==> src/rtl/bsup_pkg.sv <==
// Purpose: shared constants and types for the board supervisor
// Assumes: 20 MHz core clock
// Notes:   timeouts are top-level parameters; defaults below, except START_CYC whose default is in bsup_top
package bsup_pkg;
    localparam int unsigned CLK_HZ          = 20000000;
    localparam int unsigned TICK_MIN_US     = 1000;
    // least tick period in cycles, clock MHz rounded down
    localparam int unsigned TICK_MIN_CYC    =
        (TICK_MIN_US * (CLK_HZ / 1000000) + 0) ;
    localparam int unsigned TICK_DEF_CYC    = TICK_MIN_CYC;
    localparam int unsigned STALL_DEF_CYC   = 64;
    localparam int unsigned SWDOG_DEF_CYC   = 40000;
    localparam int unsigned IRQ_ACK_DEF_CYC = 256;
    localparam int unsigned BLINK_DEF_CYC   = 5000000;
    localparam int unsigned RESET_CYC       = 16;
    localparam int unsigned NUM_BIN         = 8;
    localparam logic [6:0]  SEG_DASH        = 7'h40;
    localparam logic [3:0]  ERR_STALL       = 4'h1;
    localparam logic [3:0]  ERR_UNUSED      = 4'h2;
    localparam logic [3:0]  ERR_SWDOG       = 4'h3;
    localparam logic [3:0]  ERR_IRQC        = 4'h4;
    localparam logic [3:0]  ERR_CPU         = 4'h5;

    typedef enum logic [1:0] {
        BSUP_START,
        BSUP_RUN,
        BSUP_FAULT,
        BSUP_DEAD
    } bsup_mode_e;

    // hex digit to segments g..a
    function automatic logic [6:0] bsup_seg(input logic [3:0] d);
        logic [6:0] s;
        s = 7'h00;
        unique case (d)
            4'h0: s = 7'h3f;  4'h1: s = 7'h06;  4'h2: s = 7'h5b;
            4'h3: s = 7'h4f;  4'h4: s = 7'h66;  4'h5: s = 7'h6d;
            4'h6: s = 7'h7d;  4'h7: s = 7'h07;  4'h8: s = 7'h7f;
            4'h9: s = 7'h6f;  4'ha: s = 7'h77;  4'hb: s = 7'h7c;
            4'hc: s = 7'h39;  4'hd: s = 7'h5e;  4'he: s = 7'h79;
            4'hf: s = 7'h71;
        endcase
        return s;
    endfunction
endpackage

==> src/rtl/bsup_bin_if.sv <==
// Purpose: carrier between the supervisor and its binary input stage
// Assumes: one clock domain
// Notes:   none
`timescale 1ns/1ps
interface bsup_bin_if;
    logic [7:0] level;
    logic [7:0] edge_seen;
    modport stage (output level, output edge_seen);
    modport sup   (input  level, input  edge_seen);
endinterface

==> src/rtl/bsup_bin_stage.sv <==
// Purpose: synchronise eight binary inputs and flag their edges
// Assumes: raw pins are asynchronous to core_clk
// Notes:   edges are taken from the second and third stages
`timescale 1ns/1ps
module bsup_bin_stage
    import bsup_pkg::*;
(
    input  wire logic       core_clk,
    input  wire logic       sys_rst,
    input  wire logic [7:0] pin,
    bsup_bin_if.stage       bin
);
    typedef struct packed {
        logic [7:0] s1;
        logic [7:0] s2;
        logic [7:0] s3;
    } bsup_stg_s;

    bsup_stg_s st;
    bsup_stg_s next_st;

    always_comb
    begin
        next_st    = st;
        next_st.s1 = pin;
        next_st.s2 = st.s1;
        next_st.s3 = st.s2;
    end

    always_ff @(posedge core_clk)
    begin
        if (sys_rst)
            st <= '0;
        else
            st <= next_st;
    end

    assign bin.level     = st.s2;
    assign bin.edge_seen = st.s2 ^ st.s3;
endmodule

==> src/rtl/bsup_top.sv <==
// Purpose: board supervisor: watchdogs, nmi, display, event irq, tick
// Assumes: cpu bus signals and soft strobes are on core_clk
// Notes:   key and reset contacts are raw pins and are synchronised
// Contract
// [RULE_01] eight binary inputs, plain or interrupt
// [RULE_02] edge on enabled input requests event job
// [RULE_03] flag error on address stall timeout
// [RULE_04] flag error on access to unused address
// [RULE_05] flag error when software stops retriggering
// [RULE_06] flag error on stuck interrupt controller
// [RULE_07] any monitor error raises nmi
// [RULE_08] cpu fault: inactive, red dot, system error; cpu_fault is ignored in BSUP_START
// [RULE_09] three independent watchdog monitors
// [RULE_10] normal display shows processor id
// [RULE_11] fault shows flashing error code
// [RULE_12] start-up shows a single dash
// [RULE_13] key during error code starts hex monitor
// [RULE_14] bridged reset contacts force full reset
// [RULE_15] periodic tick, configurable, at least 1ms
// [RULE_16] timeouts and unused map are parameters
`timescale 1ns/1ps
module bsup_top
    import bsup_pkg::*;
#(
    parameter int unsigned STALL_CYC   = STALL_DEF_CYC, // [RULE_16]
    parameter int unsigned SWDOG_CYC   = SWDOG_DEF_CYC,
    parameter int unsigned IRQ_ACK_CYC = IRQ_ACK_DEF_CYC,
    parameter int unsigned TICK_CYC    = TICK_DEF_CYC,
    parameter int unsigned BLINK_CYC   = BLINK_DEF_CYC,
    parameter int unsigned START_CYC   = 1024,
    parameter logic [19:0] USED_MASK   = 20'hf0000,
    parameter logic [19:0] USED_LO     = 20'h00000,
    parameter logic [19:0] USED_HI     = 20'hf0000
)
(
    input  wire logic       core_clk,
    input  wire logic       sys_rst,
    input  wire logic [19:0] cpu_addr,
    input  wire logic       cpu_addr_valid,
    input  wire logic       sw_retrigger,
    input  wire logic       irq_ack,
    input  wire logic       cpu_fault,
    input  wire logic       start_done,
    input  wire logic [3:0] proc_id,
    input  wire logic [7:0] bin_irq_en,
    input  wire logic [7:0] binary_input_connector,
    input  wire logic       fault_view_key,
    input  wire logic       reset_contact_a,
    input  wire logic       reset_contact_b,
    output logic [7:0]      bin_level,
    output logic [7:0]      event_pending,
    output logic            event_irq,
    output logic            tick_irq,
    output logic            nmi,
    output logic [3:0]      err_code,
    output logic            board_active,
    output logic            sys_error,
    output logic [6:0]      status_display,
    output logic            status_dot,
    output logic            hex_monitor,
    output logic            board_reset
);
    localparam int unsigned TICK_USE =
        (TICK_CYC < TICK_MIN_CYC) ? TICK_MIN_CYC : TICK_CYC;

    typedef struct packed {
        bsup_mode_e mode;
        logic [2:0]  key_sy;
        logic [1:0]  ca_sy;
        logic [1:0]  cb_sy;
        logic [4:0]  rst_cnt;
        logic [31:0] start_cnt;
        logic [31:0] stall_cnt;
        logic [31:0] swd_cnt;
        logic [31:0] ack_cnt;
        logic [31:0] tick_cnt;
        logic [31:0] blink_cnt;
        logic        blink;
        logic [7:0]  pend;
        logic        tick;
        logic        nmi;
        logic [3:0]  err;
        logic        hexmon;
        logic [6:0]  seg;
        logic        dot;
    } bsup_top_s;

    bsup_top_s st;
    bsup_top_s next_st;
    bsup_bin_if bin ();

    bsup_bin_stage u_stage (
        .core_clk (core_clk),
        .sys_rst  (sys_rst),
        .pin      (binary_input_connector),
        .bin      (bin)
    );

    function automatic logic addr_used(input logic [19:0] a);
        logic [19:0] m;
        m = a & USED_MASK;
        return (m >= USED_LO) && (m <= USED_HI);
    endfunction

    logic bridged;
    logic key_rise;
    logic err_stall;
    logic err_unused;
    logic err_swd;
    logic err_irqc;
    logic any_err;

    always_comb
    begin
        bridged   = st.ca_sy[1] & st.cb_sy[1];
        key_rise  = st.key_sy[1] & ~st.key_sy[2];
        err_stall = (st.mode == BSUP_RUN) &&
                    (st.stall_cnt >= STALL_CYC - 1) &&
                    !cpu_addr_valid;                        // [RULE_03]
        err_unused = (st.mode == BSUP_RUN) && cpu_addr_valid &&
                     !addr_used(cpu_addr);                  // [RULE_04]
        err_swd   = (st.mode == BSUP_RUN) &&
                    (st.swd_cnt >= SWDOG_CYC - 1) &&
                    !sw_retrigger;                          // [RULE_05]
        err_irqc  = (st.mode == BSUP_RUN) && (st.pend != 8'h00) &&
                    (st.ack_cnt >= IRQ_ACK_CYC - 1) &&
                    !irq_ack;                               // [RULE_06]
        any_err   = err_stall | err_unused | err_swd | err_irqc; // [RULE_09]
    end

    always_comb
    begin
        next_st        = st;
        next_st.key_sy = {st.key_sy[1:0], fault_view_key};
        next_st.ca_sy  = {st.ca_sy[0], reset_contact_a};
        next_st.cb_sy  = {st.cb_sy[0], reset_contact_b};
        next_st.tick   = 1'b0;

        // hold the forced reset while bridged and a fixed time after, then restart from scratch
        if (bridged)
            next_st.rst_cnt = 5'(RESET_CYC);                // [RULE_14]
        else if (st.rst_cnt != 5'h00)
            next_st.rst_cnt = st.rst_cnt - 5'h01;

        if (st.blink_cnt >= BLINK_CYC - 1)
        begin
            next_st.blink_cnt = '0;
            next_st.blink     = ~st.blink;
        end
        else
            next_st.blink_cnt = st.blink_cnt + 32'h1;

        if (st.tick_cnt >= TICK_USE - 1)
        begin
            next_st.tick_cnt = '0;
            next_st.tick     = 1'b1;                        // [RULE_15]
        end
        else
            next_st.tick_cnt = st.tick_cnt + 32'h1;

        // set wins over acknowledge for a simultaneous edge
        next_st.pend = (irq_ack ? 8'h00 : st.pend) |
                       (bin.edge_seen & bin_irq_en);        // [RULE_01] [RULE_02]
        if (irq_ack || st.pend == 8'h00)
            next_st.ack_cnt = '0;
        else
            next_st.ack_cnt = st.ack_cnt + 32'h1;

        next_st.stall_cnt = cpu_addr_valid ? '0 : st.stall_cnt + 32'h1;
        next_st.swd_cnt   = sw_retrigger ? '0 : st.swd_cnt + 32'h1;

        unique case (st.mode)
            BSUP_START:
            begin
                next_st.start_cnt = st.start_cnt + 32'h1;
                if (start_done || st.start_cnt >= START_CYC - 1)
                    next_st.mode = BSUP_RUN;
            end
            BSUP_RUN:
            begin
                if (cpu_fault)
                begin
                    next_st.mode = BSUP_DEAD;               // [RULE_08]
                    next_st.err  = ERR_CPU;
                end
                else if (any_err)
                begin
                    next_st.mode = BSUP_FAULT;
                    next_st.nmi  = 1'b1;                    // [RULE_07]
                    next_st.err  = err_stall  ? ERR_STALL  :
                                   err_unused ? ERR_UNUSED :
                                   err_swd    ? ERR_SWDOG  : ERR_IRQC;
                end
            end
            BSUP_FAULT:
            begin
                // recovery: software retrigger clears the nmi
                if (cpu_fault)
                begin
                    next_st.mode = BSUP_DEAD;               // [RULE_08]
                    next_st.err  = ERR_CPU;
                end
                else if (sw_retrigger)
                begin
                    next_st.mode      = BSUP_RUN;
                    next_st.nmi       = 1'b0;
                    next_st.stall_cnt = '0;
                end
            end
            BSUP_DEAD:
                next_st.nmi = 1'b0;
        endcase

        if ((st.mode == BSUP_FAULT || st.mode == BSUP_DEAD) && key_rise)
            next_st.hexmon = 1'b1;                          // [RULE_13]

        unique case (st.mode)
            BSUP_START: next_st.seg = SEG_DASH;             // [RULE_12]
            BSUP_RUN:   next_st.seg = bsup_seg(proc_id);    // [RULE_10]
            default:    next_st.seg = st.blink ? bsup_seg(st.err)
                                               : 7'h00;     // [RULE_11]
        endcase
        next_st.dot = (st.mode == BSUP_DEAD);               // [RULE_08]
    end

    always_ff @(posedge core_clk)
    begin
        if (sys_rst || st.rst_cnt == 5'h01)
        begin
            st        <= '0;
            st.mode   <= BSUP_START;
            st.seg    <= SEG_DASH;
        end
        else
            st <= next_st;
    end

    assign bin_level      = bin.level;
    assign event_pending  = st.pend;
    assign event_irq      = (st.pend != 8'h00);
    assign tick_irq       = st.tick;
    assign nmi            = st.nmi;
    assign err_code       = st.err;
    assign board_active   = (st.mode != BSUP_DEAD);
    assign sys_error      = (st.mode == BSUP_DEAD);
    assign status_display = st.seg;
    assign status_dot     = st.dot;
    assign hex_monitor    = st.hexmon;
    assign board_reset    = (st.rst_cnt != 5'h00);
endmodule

==> config.mk <==
export PLATFORM = sky130hd
export DESIGN_NAME = bsup_top
export DESIGN_NICKNAME = d
export VERILOG_FILES = /design/src/rtl/bsup_pkg.sv /design/src/rtl/bsup_bin_if.sv /design/src/rtl/bsup_bin_stage.sv /design/src/rtl/bsup_top.sv
export SDC_FILE = /design/constraint.sdc
export NUM_CORES = 1
export LEC_CHECK = 0
export ABC_CLOCK_PERIOD_IN_PS = 3400
export BUFFER_PORTS_ARGS = -buffer_cell sky130_fd_sc_hd__clkbuf_2
export CORE_MARGIN = 5
export CORE_UTILIZATION = 46
export CTS_CLUSTER_SIZE = 12
export DETAILED_ROUTE_END_ITERATION = 10
export HOLD_SLACK_MARGIN = 0.05
export PLACE_DENSITY_LB_ADDON = 0.2
export SETUP_SLACK_MARGIN = 0.3
export SYNTH_ARGS = -nofsm -noshare
export SYNTH_HDL_FRONTEND = slang
export SYNTH_SLANG_ARGS = --single-unit
==> constraint.sdc <==
create_clock -name core_clk -period 3.4 [get_ports core_clk]
set_input_delay 0.34 -clock core_clk [delete_from_list [all_inputs] [get_ports core_clk]]
set_output_delay 0.34 -clock core_clk [all_outputs]
set_load 0.03 [all_outputs]
# Word-level counts from Yosys, hierarchy flattened
# Memory sizes are Yosys's and may differ from the RTL's. A register that Yosys moved wholly into a read port is not among the register bits.
# Index checks and enable logic that the tools add are counted.
# W data, S select, Z words.
[word_totals]
regBits = 254
latchBits = 0
ramBits = 0
mem_bits_ro = 224
out_inout_bits = 35
n_memories = 2
[classes]
addsub = 7
mul = 0
div = 0
order_cmp = 8
eq_ne = 13
n_shift = 0
n_mux = 29
bitwise = 10
n_reduce_logical = 35
[mem_list]
columns = ["memory", "words", "word_bits", "read_ports", "rd_ports_with_merged_regs", "wr", "line_no", "text"]
rows = [
  ["(no name shown)", 16, 7, 1, 0, 0, "bsup_pkg.sv:35", "unique case (d)"],
  ["(no name shown)", 16, 7, 1, 1, 0, "bsup_pkg.sv:35", ""],
]
[ops]
columns = ["cell", "count"]
rows = [
  ["$add A32 B1 Y32 const B", 6],
  ["$mux W32", 4],
  ["$ge A32 B10 Y1 const B", 1],
  ["$ge A32 B15 Y1 const B", 1],
  ["$ge A32 B16 Y1 const B", 1],
  ["$ge A32 B23 Y1 const B", 1],
  ["$ge A32 B6 Y1 const B", 1],
  ["$ge A32 B8 Y1 const B", 1],
  ["$ge A20 B1 Y1 const B", 1],
  ["$le A20 B20 Y1 const B", 1],
  ["$mux W4", 4],
  ["$mux W5", 3],
  ["$ne A2 B2 Y1 const B", 7],
  ["$pmux W7 S2", 1],
  ["$logic_and A1 B1 Y1", 11],
  ["$mux W2", 5],
  ["$reduce_or A2 Y1", 5],
  ["$mux W3", 3],
  ["$and A8 B8 Y8", 1],
  ["$logic_not A8 Y1", 1],
  ["$mux W8", 1],
  ["$or A8 B8 Y8", 1],
  ["$pmux W4 S2", 1],
  ["$reduce_bool A8 Y1", 1],
  ["22 further kinds", 39],
]

# Logic depth before layout (Yosys ltp)
[logic_depth]
word_depth = 12
depth_mapped = 12

# Modules after synthesis
# From an unflattened synthesis, not the netlist that was laid out.
[hier_totals]
cells_unflattened = 1189
area_unflattened_um2 = 10791.6
[by_module_without_submodules]
columns = ["mod", "n_inst", "cells_per_inst", "area_per_inst_um2"]
rows = [
  ["bsup_top", 1, 1123, 9968.3],
  ["bsup_bin_stage", 1, 66, 823.3],
]

# Least setup slack after synthesis
# OpenSTA, ideal clock, no wires.
[synth_path]
kind = "reg2reg"
startpoint = "register st[88] in the netlist's numbering"
endpoint = "register with a tool-made name"
setup_time_ns = 0.120
t_arrival_ns = 2.436
required_ns = 3.280
path_slack_ns = 0.844
path_stages_with_launch = 11
synth_period_minus_slack_ns = 2.556
path_cell_list = "dfxtp_1 ha_1 and2_1 and3_1 o31a_1 mux2i_1 nand2_1 o221ai_1 inv_1 ha_1 or2_1"
[synth_lines]
columns = ["item", "line_no", "text"]
rows = [
  ["start: declaration", "bsup_top.sv:88", "bsup_top_s st;"],
  ["start signal: assignment", "bsup_top.sv:235", "st <= next_st;"],
]

==> results.md <==
* CTS tree: built
* Setup WS post-layout at 0.651 ns
* Max frequency at 364 MHz
* Layout cells sized above 1 at 10.9%
* First-pass GRT wire length at 36500 um
* CP bufs+invs at 1
* CP Cell Sequence: ha_1 > and2_1 > and3_1 > o31a_1 > a211oi_2 > o211ai_1 > a21oi_2 > inv_1 > ha_1 > or2_1
* Critical Path Max Stage Delay at 0.37 ns
* Overall Power at 7.14 mW
* DP Area at 0.0114 mm^2
* Largest net degree at the start of global routing at 53
* PwrDens at 571 mW/mm^2
* Slew @ Worst Pin at 0.631 ns
* Area leader, netlist: dfxtp_1
* Met3 usage at 3.53%
* Met1 usage at 20.8%
* Total GRT Usage at 16.1%
* RSZ-0062 raised after global routing: no
* Clock latency at the later pin of the worst-skew pair at 0.54 ns
* Status: finished clean
* Leak at 4.69 nW
* Pre-CTS setup slack at 0.554 ns
* Final setup violation count at 0
* Fin crit share at 80.8%
* GRT overflow at 0
* Mapped Area at 0.0108 mm^2
* Vias in the first global route at 7847
* MaxCap Viol Count at 0
* Area grow syn2layout at 15.3%
* Slowest CP cell: o31a_1
* CTS Buf Count at 28
* Worst path top cell family by delay: compound AO/OA/AOI/OAI gates
* Post-Syn Instances at 1193
* 1st-iter DRT viols at 367
* VDD IR max at 0.000545 V
* Type of the worst setup path: reg -> reg
* Die Span X at 163 um
* CP arrival at 3.17 ns
* Maximum clock path buffer count at 3
* Grt peak-use layer: met2
* GR Util met2 at 27.5%
* Total clock sinks at 260
* Worst min path class: in -> reg
* Fin. max-slew vios at 0
* Row cnt at 56
* Number of nets in the final layout at 1359
* Crit start category: flip-flop
* Clk slew on worst S/H paths at 0.06 ns
* Drt first pass iters at 4
* Synthesized area per cell at 9.08 um^2
* Core Area at 0.0233 mm^2
* Setup TNS at 0 ns
* H-tree levels at 1
* Initial Utilization at 46.4%
* CTS Root Cell: clkbuf_16
* Rel. slew slack at 58.0%
* Register area share after synthesis at 48.0%
* FFs w/ async S/R, synth at 0%
* Min cycle time layout at 2.75 ns
* Critical path peak fanout at 5
* I/O pins at 85
* EDFF count, synth at 0
* Ant diodes at 0
* CP most frequent cell: ha_1
* Count of different cell masters after synthesis at 61
* Cell area after layout at 0.0125 mm^2
* Number of port buffers at 63
* Post-synth top area share at 48.0%
* Largest cells by area after synthesis: dfxtp_1, nor2_1, xor2_1
* Die Area at 0.0267 mm^2
* Via count at 7972
* Routed Antenna Nets at 0
* Vias per Instance at 4.92
* HPWL Detailed at 14400 um
* Synth Register Bits at 260
* Hold violation count in the final report at 0
* RePlAce Congestion at 0.783
* Worst Skew at 0.0152 ns
* Post-layout util at 53.5%
* Routed wire per std cell at 13.0 um
* Main synth FF type: dfxtp_1
* Routed WL at 21100 um
* DRC viols at 0
* R2R Setup Slk at 0.65 ns
* Crit. End Element: flip-flop
* Req. time, crit path at 3.82 ns
* Initial antenna violation count at 1
* Synth warnings at 0
* Die Y-Extent at 163 um
==> metrics by stage <==
step	instances	hold WS [ns]
2_1_floorplan	1219	0.406
3_3_place_gp	1556	0.417
3_5_place_dp	1556	0.414
4_1_cts	1621	0.200
5_1_grt	1621	0.221
6_report	1621	0.216
==> state kept, by name (all words and copies together) (netlist names), named ones only <==
signal and cells:
u_stage.st 8, status_dot 1, next_st 4, u_stage.bin.level 8, hex_monitor 1, status_display 7, tick_irq 1, event_pending 8
u_stage.next_st 8, err_code 3, nmi 1, st 203
==> repair_timing <==
item	CTS	global route
hold endpoints to repair	19	0
hold buffers	19	0
endpoints found under the setup margin	0	1
setup buffers	0	0
gates resized for setup	0	1
==> final timing paths <==
check	cells past startpoint	endpoint	start
worst min register to register	1	u_stage.bin.level[2]$_SDFF_PP0_	u_stage.next_st[10]$_SDFF_PP0_
worst min-delay path	4	status_display[1]$_SDFF_PP0_	proc_id[1]
worst max-delay path	10	flip-flop	st[88]$_SDFF_PP0_
worst max register to register	10	flip-flop	st[88]$_SDFF_PP0_
==> worst min-delay path: cells and delay by family <==
kind / cells / cell delay, ns
buf+inv: 1 / 0.12
simple gates: 2 / 0.15
compound gates: 1 / 0.09
==> cell usage in the layout (no fill, tap or decap), types with 2 or more instances in the layout <==
cell type / count
nand3_1: 60
a211oi_1: 3
inv_1: 32
or2_1: 2
o211ai_1: 3
dlygate4sd3_1: 19
nand2b_1: 4
clkbuf_8: 9
a21oi_1: 30
a31oi_1: 7
or2_2: 5
a311o_1: 2
clkbuf_16: 29
nor2b_1: 38
buf_4: 11
and3_1: 25
xor2_1: 89
mux2i_1: 10
nor3b_1: 3
dfxtp_1: 260
ha_1: 23
o21ai_0: 17
and2_1: 10
and4_1: 12
a32oi_1: 2
clkbuf_1: 7
o31ai_1: 2
a21oi_2: 2
xnor2_1: 65
nand4_1: 34
or3_1: 12
nor2_1: 214
nor3_1: 20
mux2_4: 3
nor4_2: 5
nand2_1: 83
conb_1: 27
nor4_1: 34
clkbuf_2: 63
==> kinds of logic after synthesis <==
group | share of synthesized area (%)
compound gates | 4.85
xor+xnor | 12.5
fa+ha+maj | 2.66
buf+inv | 4.04
flops | 48.0
mux | 1.65
other cells | 0.0346
simple gates | 26.3
==> metal layers <==
metal / vias to the layer above / wire [um]
li1: 4160 / -
met3: 38 / 819
met5: - / 13
met2: 86 / 9780
met4: 2 / 397
met1: 3686 / 10100
==> synthesized netlist by cell type (all sizes together), types with 17 or more instances <==
master and count:
nand2 83, clkbuf 25, buf 31, a21oi 33, dfxtp 260, nor2b 38
xor2 89, and3 27, xnor2 65, nand3 61, ha 23, nor4 40
nor2 214, o21ai 17, nand4 34, nor3 20, inv 32
==> layout make-up <==
| type | instances | area [um^2] |
|---|---|---|
| clock inverters | 1 | 5.00 |
| multi-input cells | 870 | 5300 |
| repair buffers | 93 | 588 |
| fillers | 2189 | 10800 |
| clock buffers | 45 | 876 |
| flip-flops and latches | 260 | 5200 |
| inverters | 33 | 124 |
| well taps | 319 | 399 |
==> power by group <==
group / internal [mW] / leakage (nW) / switching (mW) / total, mW
sequential: 3.21 / 2.11 / 0.0905 / 3.30
clock: 1.73 / 0.434 / 1.14 / 2.87
combinational: 0.338 / 2.14 / 0.632 / 0.970
No activity file was read; power rests on OpenSTA's default activity.
